$ cat config.mk
export PLATFORM = sky130hd
export DESIGN_NAME = seec_ctrl
export DESIGN_NICKNAME = d
export VERILOG_FILES = /design/src/inc/seec_pkg.sv /design/src/seec_shift.sv /design/src/seec_ctrl.sv
export SDC_FILE = /design/constraint.sdc
export NUM_CORES = 1
export LEC_CHECK = 0
export BUFFER_PORTS_ARGS = -buffer_cell sky130_fd_sc_hd__buf_2
export CORE_ASPECT_RATIO = 0.6
export CORE_MARGIN = 1
export CORE_UTILIZATION = 40
export DETAILED_ROUTE_END_ITERATION = 7
export GPL_TIMING_DRIVEN = 0
export PLACE_DENSITY = 0.65
export SYNTH_ARGS = -nofsm -noshare
export SYNTH_HDL_FRONTEND = slang
export SYNTH_SLANG_ARGS = --single-unit
$ cat constraint.sdc
create_clock -name clk_i -period 2.25 [get_ports clk_i]
set_input_delay 0.1125 -clock clk_i [delete_from_list [all_inputs] [get_ports clk_i]]
set_output_delay 0.1125 -clock clk_i [all_outputs]
set_load 0.02 [all_outputs]
$ cat src/inc/seec_pkg.sv
// Constants, types and register map of the serial memory command block
package seec_pkg;
  // ----------------------------------------------------------------
  // Timing
  // ----------------------------------------------------------------
  localparam int CLK_HZ = 20_000_000;
  localparam int CLK_NS = 50;
  localparam int TMO_MS = 30;
  localparam int TMO_CYC = (CLK_HZ / 1000) * TMO_MS;
  localparam int SK_HALF_NS = 1000;
  localparam int SK_HALF_CYC = (SK_HALF_NS + CLK_NS - 1) / CLK_NS;
  localparam int READY_SETTLE = 4;
  // ----------------------------------------------------------------
  // Register offsets and fields
  // ----------------------------------------------------------------
  localparam logic [7:0] OFS_CMD = 8'h00;
  localparam logic [7:0] OFS_DATA = 8'h04;
  localparam logic [7:0] OFS_ISTAT = 8'h08;
  localparam logic [7:0] OFS_IMASK = 8'h0C;
  localparam int BUSY_POS = 31;
  localparam int CMD_POS = 28;
  localparam int EW_EN_POS = 10;
  localparam int TMO_POS = 9;
  localparam int LOADED_POS = 8;
  localparam int IRQ_DONE = 0;
  localparam int IRQ_TMO = 1;
  localparam int IRQ_LOAD = 2;
  localparam int IRQ_W = 3;
  // ----------------------------------------------------------------
  // Reset values
  // ----------------------------------------------------------------
  localparam logic [7:0] RST_ADDR = 8'h00;
  localparam logic [7:0] RST_DATA = 8'h00;
  localparam logic RST_BUSY = 1'b1;
  localparam logic [2:0] RST_MASK = 3'h0;
  // ----------------------------------------------------------------
  // Commands and serial frame
  // ----------------------------------------------------------------
  typedef enum logic [2:0] {
    CMD_READ = 3'h0, CMD_EW_DISABLE = 3'h1, CMD_EW_ENABLE = 3'h2, CMD_WRITE = 3'h3,
    CMD_WRITE_ALL = 3'h4, CMD_ERASE = 3'h5, CMD_ERASE_ALL = 3'h6, CMD_RELOAD = 3'h7
  } seec_cmd_t;
  localparam logic [1:0] OP_READ = 2'h2;
  localparam logic [1:0] OP_WRITE = 2'h1;
  localparam logic [1:0] OP_ERASE = 2'h3;
  localparam logic [1:0] OP_EXT = 2'h0;
  localparam logic [7:0] EXT_EW_ENABLE = 8'hC0;
  localparam logic [7:0] EXT_EW_DISABLE = 8'h00;
  localparam logic [7:0] EXT_WRITE_ALL = 8'h40;
  localparam logic [7:0] EXT_ERASE_ALL = 8'h80;
  localparam int FRAME_W = 19;
  localparam logic [4:0] SHORT_BITS = 5'd11;
  localparam logic [4:0] LONG_BITS = 5'd19;
  localparam logic [2:0] MAC_LAST = 3'd6;
endpackage

$ cat src/seec_shift.sv
// Serial frame engine toward the external memory with ready polling
`timescale 1ns/1ns
module seec_shift import seec_pkg::*; #(
  parameter int TMO_CYCLES = TMO_CYC,
  parameter int TMO_W = 20
) (
  // Clock and reset
  input wire logic clk_i,
  input wire logic rst_i,
  // Request and answer
  input wire logic start_i,
  input wire logic [FRAME_W-1:0] frame_i,
  input wire logic [4:0] nbits_i,
  input wire logic rd_i,
  input wire logic wait_i,
  output logic done_o,
  output logic tmo_o,
  output logic [7:0] rx_o,
  // Memory pins
  output logic cs_o,
  output logic sk_o,
  output logic dio_o,
  output logic dio_oe_o,
  input wire logic dio_i
);
  typedef enum logic [1:0] {
    E_IDLE = 2'b00, E_SHIFT = 2'b01, E_GAP = 2'b11, E_WAIT = 2'b10
  } seec_est_t;
  typedef struct packed {
    seec_est_t st;
    logic [7:0] div;
    logic [4:0] bitn;
    logic [4:0] nb;
    logic rd;
    logic wt;
    logic [FRAME_W-1:0] sh;
    logic [7:0] rx;
    logic [TMO_W-1:0] tcnt;
    logic cs, sk, dout, oe, done, tmo;
    logic s1, s2, s3, lvl;
  } seec_eng_t;
  localparam logic [7:0] HALF = 8'(SK_HALF_CYC - 1);
  localparam logic [7:0] FULL = 8'(2 * SK_HALF_CYC - 1);
  // The level filter lags the pin by four cycles; without this margin a
  // level left over from the gap could end the ready poll too early
  localparam int SYNC_LAT = 4;
  localparam logic [TMO_W-1:0] POLL_MIN = TMO_W'(READY_SETTLE + SYNC_LAT);
  seec_eng_t r, n;

  // ----------------------------------------------------------------
  // Next state
  // ----------------------------------------------------------------
  always_comb begin
    n = r;
    n.done = 1'b0;
    n.tmo = 1'b0;
    // Pin passes three flops; a change counts once s2 and s3 agree
    n.s1 = dio_i;
    n.s2 = r.s1;
    n.s3 = r.s2;
    if (r.s2 == r.s3) begin
      n.lvl = r.s3;
    end
    case (r.st)
      E_IDLE: begin
        if (start_i) begin
          n.sh = frame_i;
          n.nb = nbits_i;
          n.rd = rd_i;
          n.wt = wait_i;
          n.bitn = 5'd0;
          n.div = 8'd0;
          n.cs = 1'b1;
          n.st = E_SHIFT;
        end
      end
      E_SHIFT: begin
        n.div = r.div + 8'd1;
        n.dout = r.sh[FRAME_W-1];
        // Release the line while the memory answers a read
        n.oe = !(r.rd && r.bitn >= SHORT_BITS);
        if (r.div == HALF) begin
          n.sk = 1'b1;
          if (r.rd && r.bitn >= SHORT_BITS) begin
            n.rx = {r.rx[6:0], r.lvl};
          end
        end
        if (r.div == FULL) begin
          n.sk = 1'b0;
          n.div = 8'd0;
          n.sh = {r.sh[FRAME_W-2:0], 1'b0};
          n.bitn = r.bitn + 5'd1;
          if (r.bitn == r.nb - 5'd1) begin
            n.cs = 1'b0;
            n.oe = 1'b0;
            n.st = E_GAP;
          end
        end
      end
      E_GAP: begin
        // One bit time deselected before the ready poll
        n.div = r.div + 8'd1;
        if (r.div == FULL) begin
          n.div = 8'd0;
          if (r.wt) begin
            n.cs = 1'b1;
            n.tcnt = '0;
            n.st = E_WAIT;
          end else begin
            n.done = 1'b1;
            n.st = E_IDLE;
          end
        end
      end
      E_WAIT: begin
        n.tcnt = r.tcnt + 1'b1;
        // A line held high by a pull-up ends the wait once tcnt reaches POLL_MIN
        if (r.lvl && r.tcnt >= POLL_MIN) begin
          n.cs = 1'b0;
          n.done = 1'b1;
          n.st = E_IDLE;
        end else if (r.tcnt == TMO_W'(TMO_CYCLES - 1)) begin
          n.cs = 1'b0;
          n.tmo = 1'b1;
          n.st = E_IDLE;
        end
      end
      default: n.st = E_IDLE;
    endcase
  end

  // State register
  always_ff @(posedge clk_i) begin
    if (rst_i) begin
      r <= '0;
    end else begin
      r <= n;
    end
  end

  assign done_o = r.done;
  assign tmo_o = r.tmo;
  assign rx_o = r.rx;
  assign cs_o = r.cs;
  assign sk_o = r.sk;
  assign dio_o = r.dout;
  assign dio_oe_o = r.oe;
endmodule // seec_shift

$ cat src/seec_ctrl.sv
// Command and status register block of the serial memory controller
//
// The register addresses and register access over Wishbone are this design's own decisions.
`timescale 1ns/1ns
module seec_ctrl import seec_pkg::*; #(
  parameter int TMO_CYCLES = TMO_CYC,
  parameter logic [7:0] SIG_VALUE = 8'hA5
) (
  // Clock and reset
  input wire logic clk_i,
  input wire logic rst_i,
  // Wishbone slave
  input wire logic wb_cyc_i,
  input wire logic wb_stb_i,
  input wire logic wb_we_i,
  input wire logic [7:0] wb_adr_i,
  input wire logic [3:0] wb_sel_i,
  input wire logic [31:0] wb_dat_i,
  output logic [31:0] wb_dat_o,
  output logic wb_ack_o,
  // Interrupt
  output logic irq_o,
  // Station address from the memory
  output logic [47:0] mac_addr_o,
  // Memory pins
  output logic mem_cs_o,
  output logic mem_clk_o,
  output logic memory_serial_data_line_o,
  output logic memory_serial_data_line_oe_o,
  input wire logic memory_serial_data_line_i
);
  typedef enum logic {
    T_IDLE = 1'b0,
    T_RUN = 1'b1
  } seec_tst_t;

  typedef struct packed {
    seec_tst_t st;
    logic busy;
    seec_cmd_t cmd;
    logic ew_en;
    logic tmo;
    logic loaded;
    logic [7:0] addr;
    logic [7:0] data;
    logic [IRQ_W-1:0] istat;
    logic [IRQ_W-1:0] imask;
    logic ack;
    logic [31:0] rdat;
    logic irq;
    logic [2:0] idx;
    logic sig_ok;
    logic [47:0] mac;
    logic start;
    logic [FRAME_W-1:0] frame;
    logic [4:0] nbits;
    logic rd;
    logic wt;
  } seec_ctl_t;

  seec_ctl_t r, n;
  logic eng_done;
  logic eng_tmo;
  logic [7:0] eng_rx;
  logic req;
  logic [7:0] ofs;
  logic [31:0] cmd_word;

  // ----------------------------------------------------------------
  // Frame engine
  // ----------------------------------------------------------------
  seec_shift #(
    .TMO_CYCLES(TMO_CYCLES),
    .TMO_W(20)
  ) u_shift (
    .clk_i(clk_i),
    .rst_i(rst_i),
    .start_i(r.start),
    .frame_i(r.frame),
    .nbits_i(r.nbits),
    .rd_i(r.rd),
    .wait_i(r.wt),
    .done_o(eng_done),
    .tmo_o(eng_tmo),
    .rx_o(eng_rx),
    .cs_o(mem_cs_o),
    .sk_o(mem_clk_o),
    .dio_o(memory_serial_data_line_o),
    .dio_oe_o(memory_serial_data_line_oe_o),
    .dio_i(memory_serial_data_line_i)
  );

  // ----------------------------------------------------------------
  // Bus decode
  // ----------------------------------------------------------------
  // Low address bits ignored; every register is one word
  assign req = wb_cyc_i && wb_stb_i && !r.ack;
  assign ofs = {wb_adr_i[7:2], 2'b00};
  assign cmd_word = {r.busy, r.cmd, 17'h0_0000, r.ew_en, r.tmo,
                     r.loaded, r.addr};

  // ----------------------------------------------------------------
  // Next state
  // ----------------------------------------------------------------
  always_comb begin
    n = r;
    n.start = 1'b0;
    // Ack lasts one cycle; the master drops the strobe after it
    n.ack = req;

    // Register reads, unmapped offsets answer zero
    if (req && !wb_we_i) begin
      case (ofs)
        OFS_CMD: n.rdat = cmd_word;
        OFS_DATA: n.rdat = {24'h00_0000, r.data};
        OFS_ISTAT: n.rdat = {29'h0000_0000, r.istat};
        OFS_IMASK: n.rdat = {29'h0000_0000, r.imask};
        default: n.rdat = 32'h0000_0000;
      endcase
    end

    // Register writes; clears come first so hardware sets win
    if (req && wb_we_i) begin
      case (ofs)
        OFS_CMD: begin
          if (wb_sel_i[1] && wb_dat_i[TMO_POS]) begin
            n.tmo = 1'b0;
          end
          if (wb_sel_i[1] && wb_dat_i[LOADED_POS]) begin
            n.loaded = 1'b0;
          end
          // Command fields are locked while a command runs
          if (!r.busy) begin
            if (wb_sel_i[0]) begin
              n.addr = wb_dat_i[7:0];
            end
            if (wb_sel_i[3] && wb_dat_i[BUSY_POS]) begin
              n.cmd = seec_cmd_t'(wb_dat_i[CMD_POS+2:CMD_POS]);
              n.busy = 1'b1;
            end
          end
        end
        OFS_DATA: begin
          if (wb_sel_i[0] && !r.busy) begin
            n.data = wb_dat_i[7:0];
          end
        end
        OFS_ISTAT: begin
          if (wb_sel_i[0]) begin
            n.istat = r.istat & ~wb_dat_i[IRQ_W-1:0];
          end
        end
        OFS_IMASK: begin
          if (wb_sel_i[0]) begin
            n.imask = wb_dat_i[IRQ_W-1:0];
          end
        end
        default: ;
      endcase
    end

    // Command sequencer
    case (r.st)
      T_IDLE: begin
        if (r.busy) begin
          n.start = 1'b1;
          n.st = T_RUN;
          n.rd = 1'b0;
          n.wt = 1'b0;
          n.nbits = SHORT_BITS;
          n.frame = {1'b1, OP_EXT, 8'h00, r.data};
          case (r.cmd)
            CMD_READ: begin
              n.frame = {1'b1, OP_READ, r.addr, 8'h00};
              n.nbits = LONG_BITS;
              n.rd = 1'b1;
            end
            CMD_EW_DISABLE: n.frame = {1'b1, OP_EXT, EXT_EW_DISABLE, 8'h00};
            CMD_EW_ENABLE: n.frame = {1'b1, OP_EXT, EXT_EW_ENABLE, 8'h00};
            CMD_WRITE: begin
              n.frame = {1'b1, OP_WRITE, r.addr, r.data};
              n.nbits = LONG_BITS;
              n.wt = 1'b1;
            end
            CMD_WRITE_ALL: begin
              n.frame = {1'b1, OP_EXT, EXT_WRITE_ALL, r.data};
              n.nbits = LONG_BITS;
              n.wt = 1'b1;
            end
            CMD_ERASE: begin
              n.frame = {1'b1, OP_ERASE, r.addr, 8'h00};
              n.wt = 1'b1;
            end
            CMD_ERASE_ALL: begin
              n.frame = {1'b1, OP_EXT, EXT_ERASE_ALL, 8'h00};
              n.wt = 1'b1;
            end
            CMD_RELOAD: begin
              // Reload walks bytes 0..6 as plain reads, or only byte 0 when the signature is bad
              n.frame = {1'b1, OP_READ, 5'h00, r.idx, 8'h00};
              n.nbits = LONG_BITS;
              n.rd = 1'b1;
            end
            default: n.busy = 1'b0;
          endcase
        end
      end
      T_RUN: begin
        if (eng_tmo) begin
          // Abandon the command and flag it failed
          n.st = T_IDLE;
          n.busy = 1'b0;
          n.tmo = 1'b1;
          n.istat[IRQ_TMO] = 1'b1;
          n.idx = 3'd0;
        end else if (eng_done) begin
          n.st = T_IDLE;
          if (r.cmd == CMD_RELOAD) begin
            n.idx = r.idx + 3'd1;
            if (r.idx == 3'd0) begin
              // First byte must carry the signature
              n.sig_ok = (eng_rx == SIG_VALUE);
              if (eng_rx != SIG_VALUE) begin
                n.busy = 1'b0;
                n.idx = 3'd0;
                n.istat[IRQ_DONE] = 1'b1;
              end
            end else begin
              n.mac = {r.mac[39:0], eng_rx};
              if (r.idx == MAC_LAST) begin
                n.loaded = r.sig_ok;
                n.busy = 1'b0;
                n.idx = 3'd0;
                n.istat[IRQ_DONE] = 1'b1;
                n.istat[IRQ_LOAD] = r.sig_ok;
              end
            end
          end else begin
            n.busy = 1'b0;
            n.istat[IRQ_DONE] = 1'b1;
            if (r.cmd == CMD_READ) begin
              n.data = eng_rx;
            end
            // Shadow of the memory's own write protection
            if (r.cmd == CMD_EW_ENABLE) begin
              n.ew_en = 1'b1;
            end
            if (r.cmd == CMD_EW_DISABLE) begin
              n.ew_en = 1'b0;
            end
          end
        end
      end
      default: n.st = T_IDLE;
    endcase

    // Level interrupt from unmasked sticky bits
    n.irq = |(n.istat & n.imask);
  end

  // ----------------------------------------------------------------
  // State register
  // ----------------------------------------------------------------
  // Reset leaves a reload pending so the address loads at power-up
  always_ff @(posedge clk_i) begin
    if (rst_i) begin
      r <= '0;
      r.busy <= RST_BUSY;
      r.cmd <= CMD_RELOAD;
      r.addr <= RST_ADDR;
      r.data <= RST_DATA;
      r.imask <= RST_MASK;
    end else begin
      r <= n;
    end
  end

  assign wb_dat_o = r.rdat;
  assign wb_ack_o = r.ack;
  assign irq_o = r.irq;
  assign mac_addr_o = r.mac;
endmodule // seec_ctrl

Word-level counts from Yosys, hierarchy flattened:

Index checks and enable logic that the tools add are counted.
W data, S select, Z words.

* add/subtract/negate cells: 5
* multiply operators: 0
* div/mod/pow operators: 0
* $lt $le $gt $ge: 2
* equal/unequal tests: 27
* shifts and indexed selects: 0
* multiplexer cells: 91
* bitwise logic cells: 9
* reductions and logical operators: 46

Operator list (number)
* $pmux W19 S8: 1
* $pmux W32 S4: 1
* $mux W52: 2
* $mux W48: 1
* $mux W8: 6
* $mux W21: 2
* $mux W41: 1
* $pmux W20 S2: 1
* $mux W1: 38
* $pmux W19 S2: 1
* $mux W27: 1
* $mux W24: 1
* $mux W3: 8
* $pmux W8 S3: 1
* $add A20 B1 Y20 const B: 1
* $eq A20 B20 Y1 const B: 1
* $ge A20 B4 Y1 const B: 1
* $mux W10: 2
* $reduce_and A5 Y1: 4
* $mux W19: 1
* $mux W2: 9
* $mux W9: 2
* $mux W4: 4
* $eq A3 B3 Y1 const B: 5
* other kinds (45): 85

* flip-flop bits (word level): 222
* latch bits: 0
* RAM bits: 0
* ROM bits: 0
* input bits: 50
* output and inout port bits: 86
* logic and storage cells: 220
* memories kept: 0

Logic depth before layout (Yosys ltp):

* depth after elaboration: 13
* depth in mapped cells: 9
* gate-level depth less buffers: 7

By module:

From an unflattened synthesis, not the netlist that was laid out.

* cells, all modules: 1087
* area total of the unflattened synthesis: 9177.6 sq um

Modules (own cells, without submodules)
* seec_ctrl: instances 1, cells an instance 664, area an instance 5522.8 sq um, seq. area each 2462.4 sq um
* seec_shift: instances 1, cells an instance 423, area an instance 3654.8 sq um, seq. area each 1581.5 sq um

Least setup slack after synthesis:

OpenSTA, ideal clock, no wires.

* path type: register to register
* start: register u_shift.r[69] (netlist bit)
* end: register u_shift.r[29] (netlist bit)
* library setup time: 0.070 ns
* data arrival time: 2.105 ns
* required time: 2.180 ns
* setup slack: 0.075 ns
* stages on the path, launching flop included: 7
* path buffers: 0
* period minus slack after synthesis: 2.175 ns
* path through: dfxtp_1 > ha_1 > nor4b_4 > a41oi_4 > or3_1 > or4_1 > a21oi_1

* longest elaborated chain between the ends: 3

Ends and longest elaborated chain
* start, declared: RTL line seec_shift.sv:48 `seec_eng_t r, n;`
* start signal, assigned: RTL line seec_shift.sv:137 `r <= n;`
* $eq A8 B6 Y1: RTL line seec_shift.sv:103 `if (r.div == FULL) begin`
* $ne A2 B1 Y1 (no line)
* $reduce_and A3 Y1 (no line)

Every way passes these cells.
A chain may end at the register's enable or synchronous reset.

Worst setup path in the final report:

* start: register u_shift.r[71] (netlist bit)
* end: register u_shift.r[29] (netlist bit)

The elaborated chain is that of the path after synthesis.

==> impl_metrics.env <==
export IMPL_outcome="completed"
export IMPL_cts_buffers=17
export IMPL_fin_tns_setup_ps=0
export IMPL_initialDrtViolationCount=849
export IMPL_antennaDiodeCount=0
export IMPL_clk_latency_ps=440
export IMPL_drv_cap=0
export IMPL_whs_ps=27.0
export IMPL_cts_sinks=200
export IMPL_die_area_um2=23400
export IMPL_maxSlewHeadroom_pct=42.0
export IMPL_peakVddDrop_mv=0.507
export IMPL_critPathTopFamily="simple AND/OR/NAND/NOR gates"
export IMPL_synth_edf_count=0
export IMPL_rsz0062_at_grt="true"
export IMPL_period_share_pct=97.0
export IMPL_required_ps=2620
export IMPL_die_w_um=197
export IMPL_grt_usage_pct=21.9
export IMPL_grt_max_degree=17
export IMPL_avgSynthCellArea_um2=8.43
export IMPL_start_util_pct=41.0
export IMPL_powerDensity_nw_per_um2=667
export IMPL_dp_hpwl_mm=18.7
export IMPL_drv_slew=0
export IMPL_clkSlewWorstSetupHoldPaths_ps=70
export IMPL_ys_types=63
export IMPL_hp_class="in2reg"
export IMPL_root_buffer="clkbuf_16"
export IMPL_io_buffers=96
export IMPL_drive_gt1_share_pct=21.3
export IMPL_yosysSeqAreaShare_pct=43.9
export IMPL_final_nets=1296
export IMPL_leakage_nw=4.49
export IMPL_cts_max_level=4
export IMPL_wire_per_inst_um=16.3
export IMPL_routed_wl_mm=25.3
export IMPL_crit_buf_inv=0
export IMPL_skew_ps=11.0
export IMPL_finalWorstSetupSlack_ps=68.5
export IMPL_gp_congestion=0.876
export IMPL_path_cells="and3b_1, a41oi_4, or3_4, or4_1, a21oi_1"
export IMPL_antenna_found_initial=0
export IMPL_dr_pass1_iters=5
export IMPL_worstSetupEndpointType="flip-flop"
export IMPL_syn_to_final_growth_pct=20.1
export IMPL_fin_crit_ps=2180
export IMPL_slowest_stage="dfxtp_1"
export IMPL_crit_path_start_kind="flip-flop"
export IMPL_grt_pass1_vias=7137
export IMPL_setup_viol=0
export IMPL_worst_path_max_fanout=6
export IMPL_die_h_um=119
export IMPL_critPathKind="reg2reg"
export IMPL_ant_nets=0
export IMPL_async_reset_ff_share_pct=0
export IMPL_core_um2=22200
export IMPL_ioPinCount=136
export IMPL_via_count=8040
export IMPL_cts_tree="yes"
export IMPL_num_rows=42
export IMPL_synth_warnings=0
export IMPL_grt_pass1_wl_mm=39.8
export IMPL_crit_arrival_ps=2550
export IMPL_vias_per_cell=5.17
export IMPL_ys_ff_latch=200
export IMPL_final_hold_viol_count=0
export IMPL_clock_path_buffers=2
export IMPL_drc_errors=0
export IMPL_syn_inst=1082
export IMPL_cp_slowest_stage_delay_ps=500
export IMPL_final_core_util_pct=49.3
export IMPL_ys_flop_type="dfxtp_1"
export IMPL_tightestPinTransition_ps=870
export IMPL_fmax_mhz=458
export IMPL_overflow=0
export IMPL_syn_area_um2=9120
export IMPL_place_ws_ps=-609
worst paths after layout:
path                 startpoint            end  slack (ps)  depth (start not counted)
setup / recovery  u_shift.r[71]  u_shift.r[29]          70                          5
hold / removal     wb_dat_i[31]   cmd_word[31]          30                          3
setup reg to reg  u_shift.r[71]  u_shift.r[29]          70                          5
hold reg to reg    u_shift.n[2]   u_shift.n[1]         440                          1
layer usage:
layer / routed length [µm] / vias up / track usage, %
met2: 9270 / 290 / 26.6
met5: 0 / - / 0
li1: - / 3930 / -
met1: 13900 / 3795 / 36.5
met3: 1810 / 25 / 4.81
met4: 342 / 0 / 5.81
Yosys cell counts, types with 11 or more instances:
| cell | instances | area share (%) |
|---|---|---|
| mux2i_1 | 32 | 3.5 |
| a21oi_1 | 106 | 5.8 |
| inv_1 | 17 | 0.70 |
| nand3_1 | 35 | 1.9 |
| nor3_1 | 15 | 0.82 |
| xnor2_1 | 20 | 1.9 |
| nor2_1 | 126 | 5.2 |
| dfxtp_1 | 200 | 44 |
| a211oi_1 | 30 | 2.5 |
| and3_1 | 22 | 1.5 |
| nor4_1 | 11 | 0.75 |
| o21ai_0 | 14 | 0.77 |
| xor2_1 | 11 | 1.1 |
| clkbuf_1 | 54 | 2.2 |
| ha_1 | 13 | 1.8 |
| buf_4 | 80 | 6.6 |
| a22oi_1 | 16 | 1.3 |
| nand2_1 | 144 | 5.9 |
report_power, final:
| part | switching (W) | internal (W) | total (W) |
|---|---|---|---|
| Clock | 0.00139 | 0.00173 | 0.00312 |
| Sequential | 0.0000455 | 0.00361 | 0.00366 |
| Combinational | 0.000345 | 0.000187 | 0.000532 |
| Total | 0.00178 | 0.00553 | 0.00731 |
stage by stage:
| step | power (W) | std cells | area, µm² |
|---|---|---|---|
| final | 0.00731 | 1554 | 11000 |
| after global routing | 0.00754 | 1554 | 11000 |
| after CTS | 0.00731 | 1552 | 10900 |
| after detailed placement | 0.00422 | 1502 | 10000 |
| after global placement | 0.00421 | 1502 | 10000 |
| after floorplan | 0.00406 | 1098 | 9180 |
kinds of logic (layout without fill, tap and decap cells):
kind of cell	count (synthesis)	after routing	synth area share, %
simple gates	430	430	22.4
compound gates	202	202	13.7
flops	200	200	43.9
buf+inv	163	311	10.0
mux	42	42	5.12
xor+xnor	31	31	2.98
fa+ha+maj	13	13	1.78
other cells	1	17	0.0411
tightest hold or removal path: cells and delay by family:
kind | cells | cell delay (ps)
AOI/OAI and AO/OA | 2 | 220
buffers and inverters | 1 | 90
flip-flops by register name, indices dropped and copies added, names as in the netlist, 2 cells and up:
register      count
u_shift.r        61
mac_addr_o       48
r                43
cmd_word         15
wb_dat_o         15
u_shift.rx_o      8
u_shift.n         2
placed cells by master (no fill, tap or decap), drive strengths merged, types with 16 or more instances in the layout:
master / Yosys / layout
and3: 22 / 22
conb: 1 / 17
inv: 17 / 19
a211oi: 30 / 30
mux2i: 32 / 32
a21oi: 106 / 106
dfxtp: 200 / 200
clkbuf: 54 / 69
nor3: 16 / 16
buf: 92 / 199
a22oi: 16 / 16
nor2: 127 / 127
nand3: 35 / 35
xnor2: 20 / 20
nand2: 144 / 144
what timing repair did:
action,4_1_cts,5_1_grt
setup endpoints to repair,78,107
hold buffers,15,0
buffers inserted,7,4
gates resized for setup,12,18
pin swaps,5,3
hold endpoints to repair,13,0
area by class of cell:
type	count	area [µm²]
sequential	200	4010
buffer	140	838
multi-input combinational	735	4350
timing repair buffer	122	726
inverter	17	63.8
clock inverter	11	119
tap	308	385
clock buffer	21	470
fill	2112	11300
No activity file was read; power rests on OpenSTA's default activity.
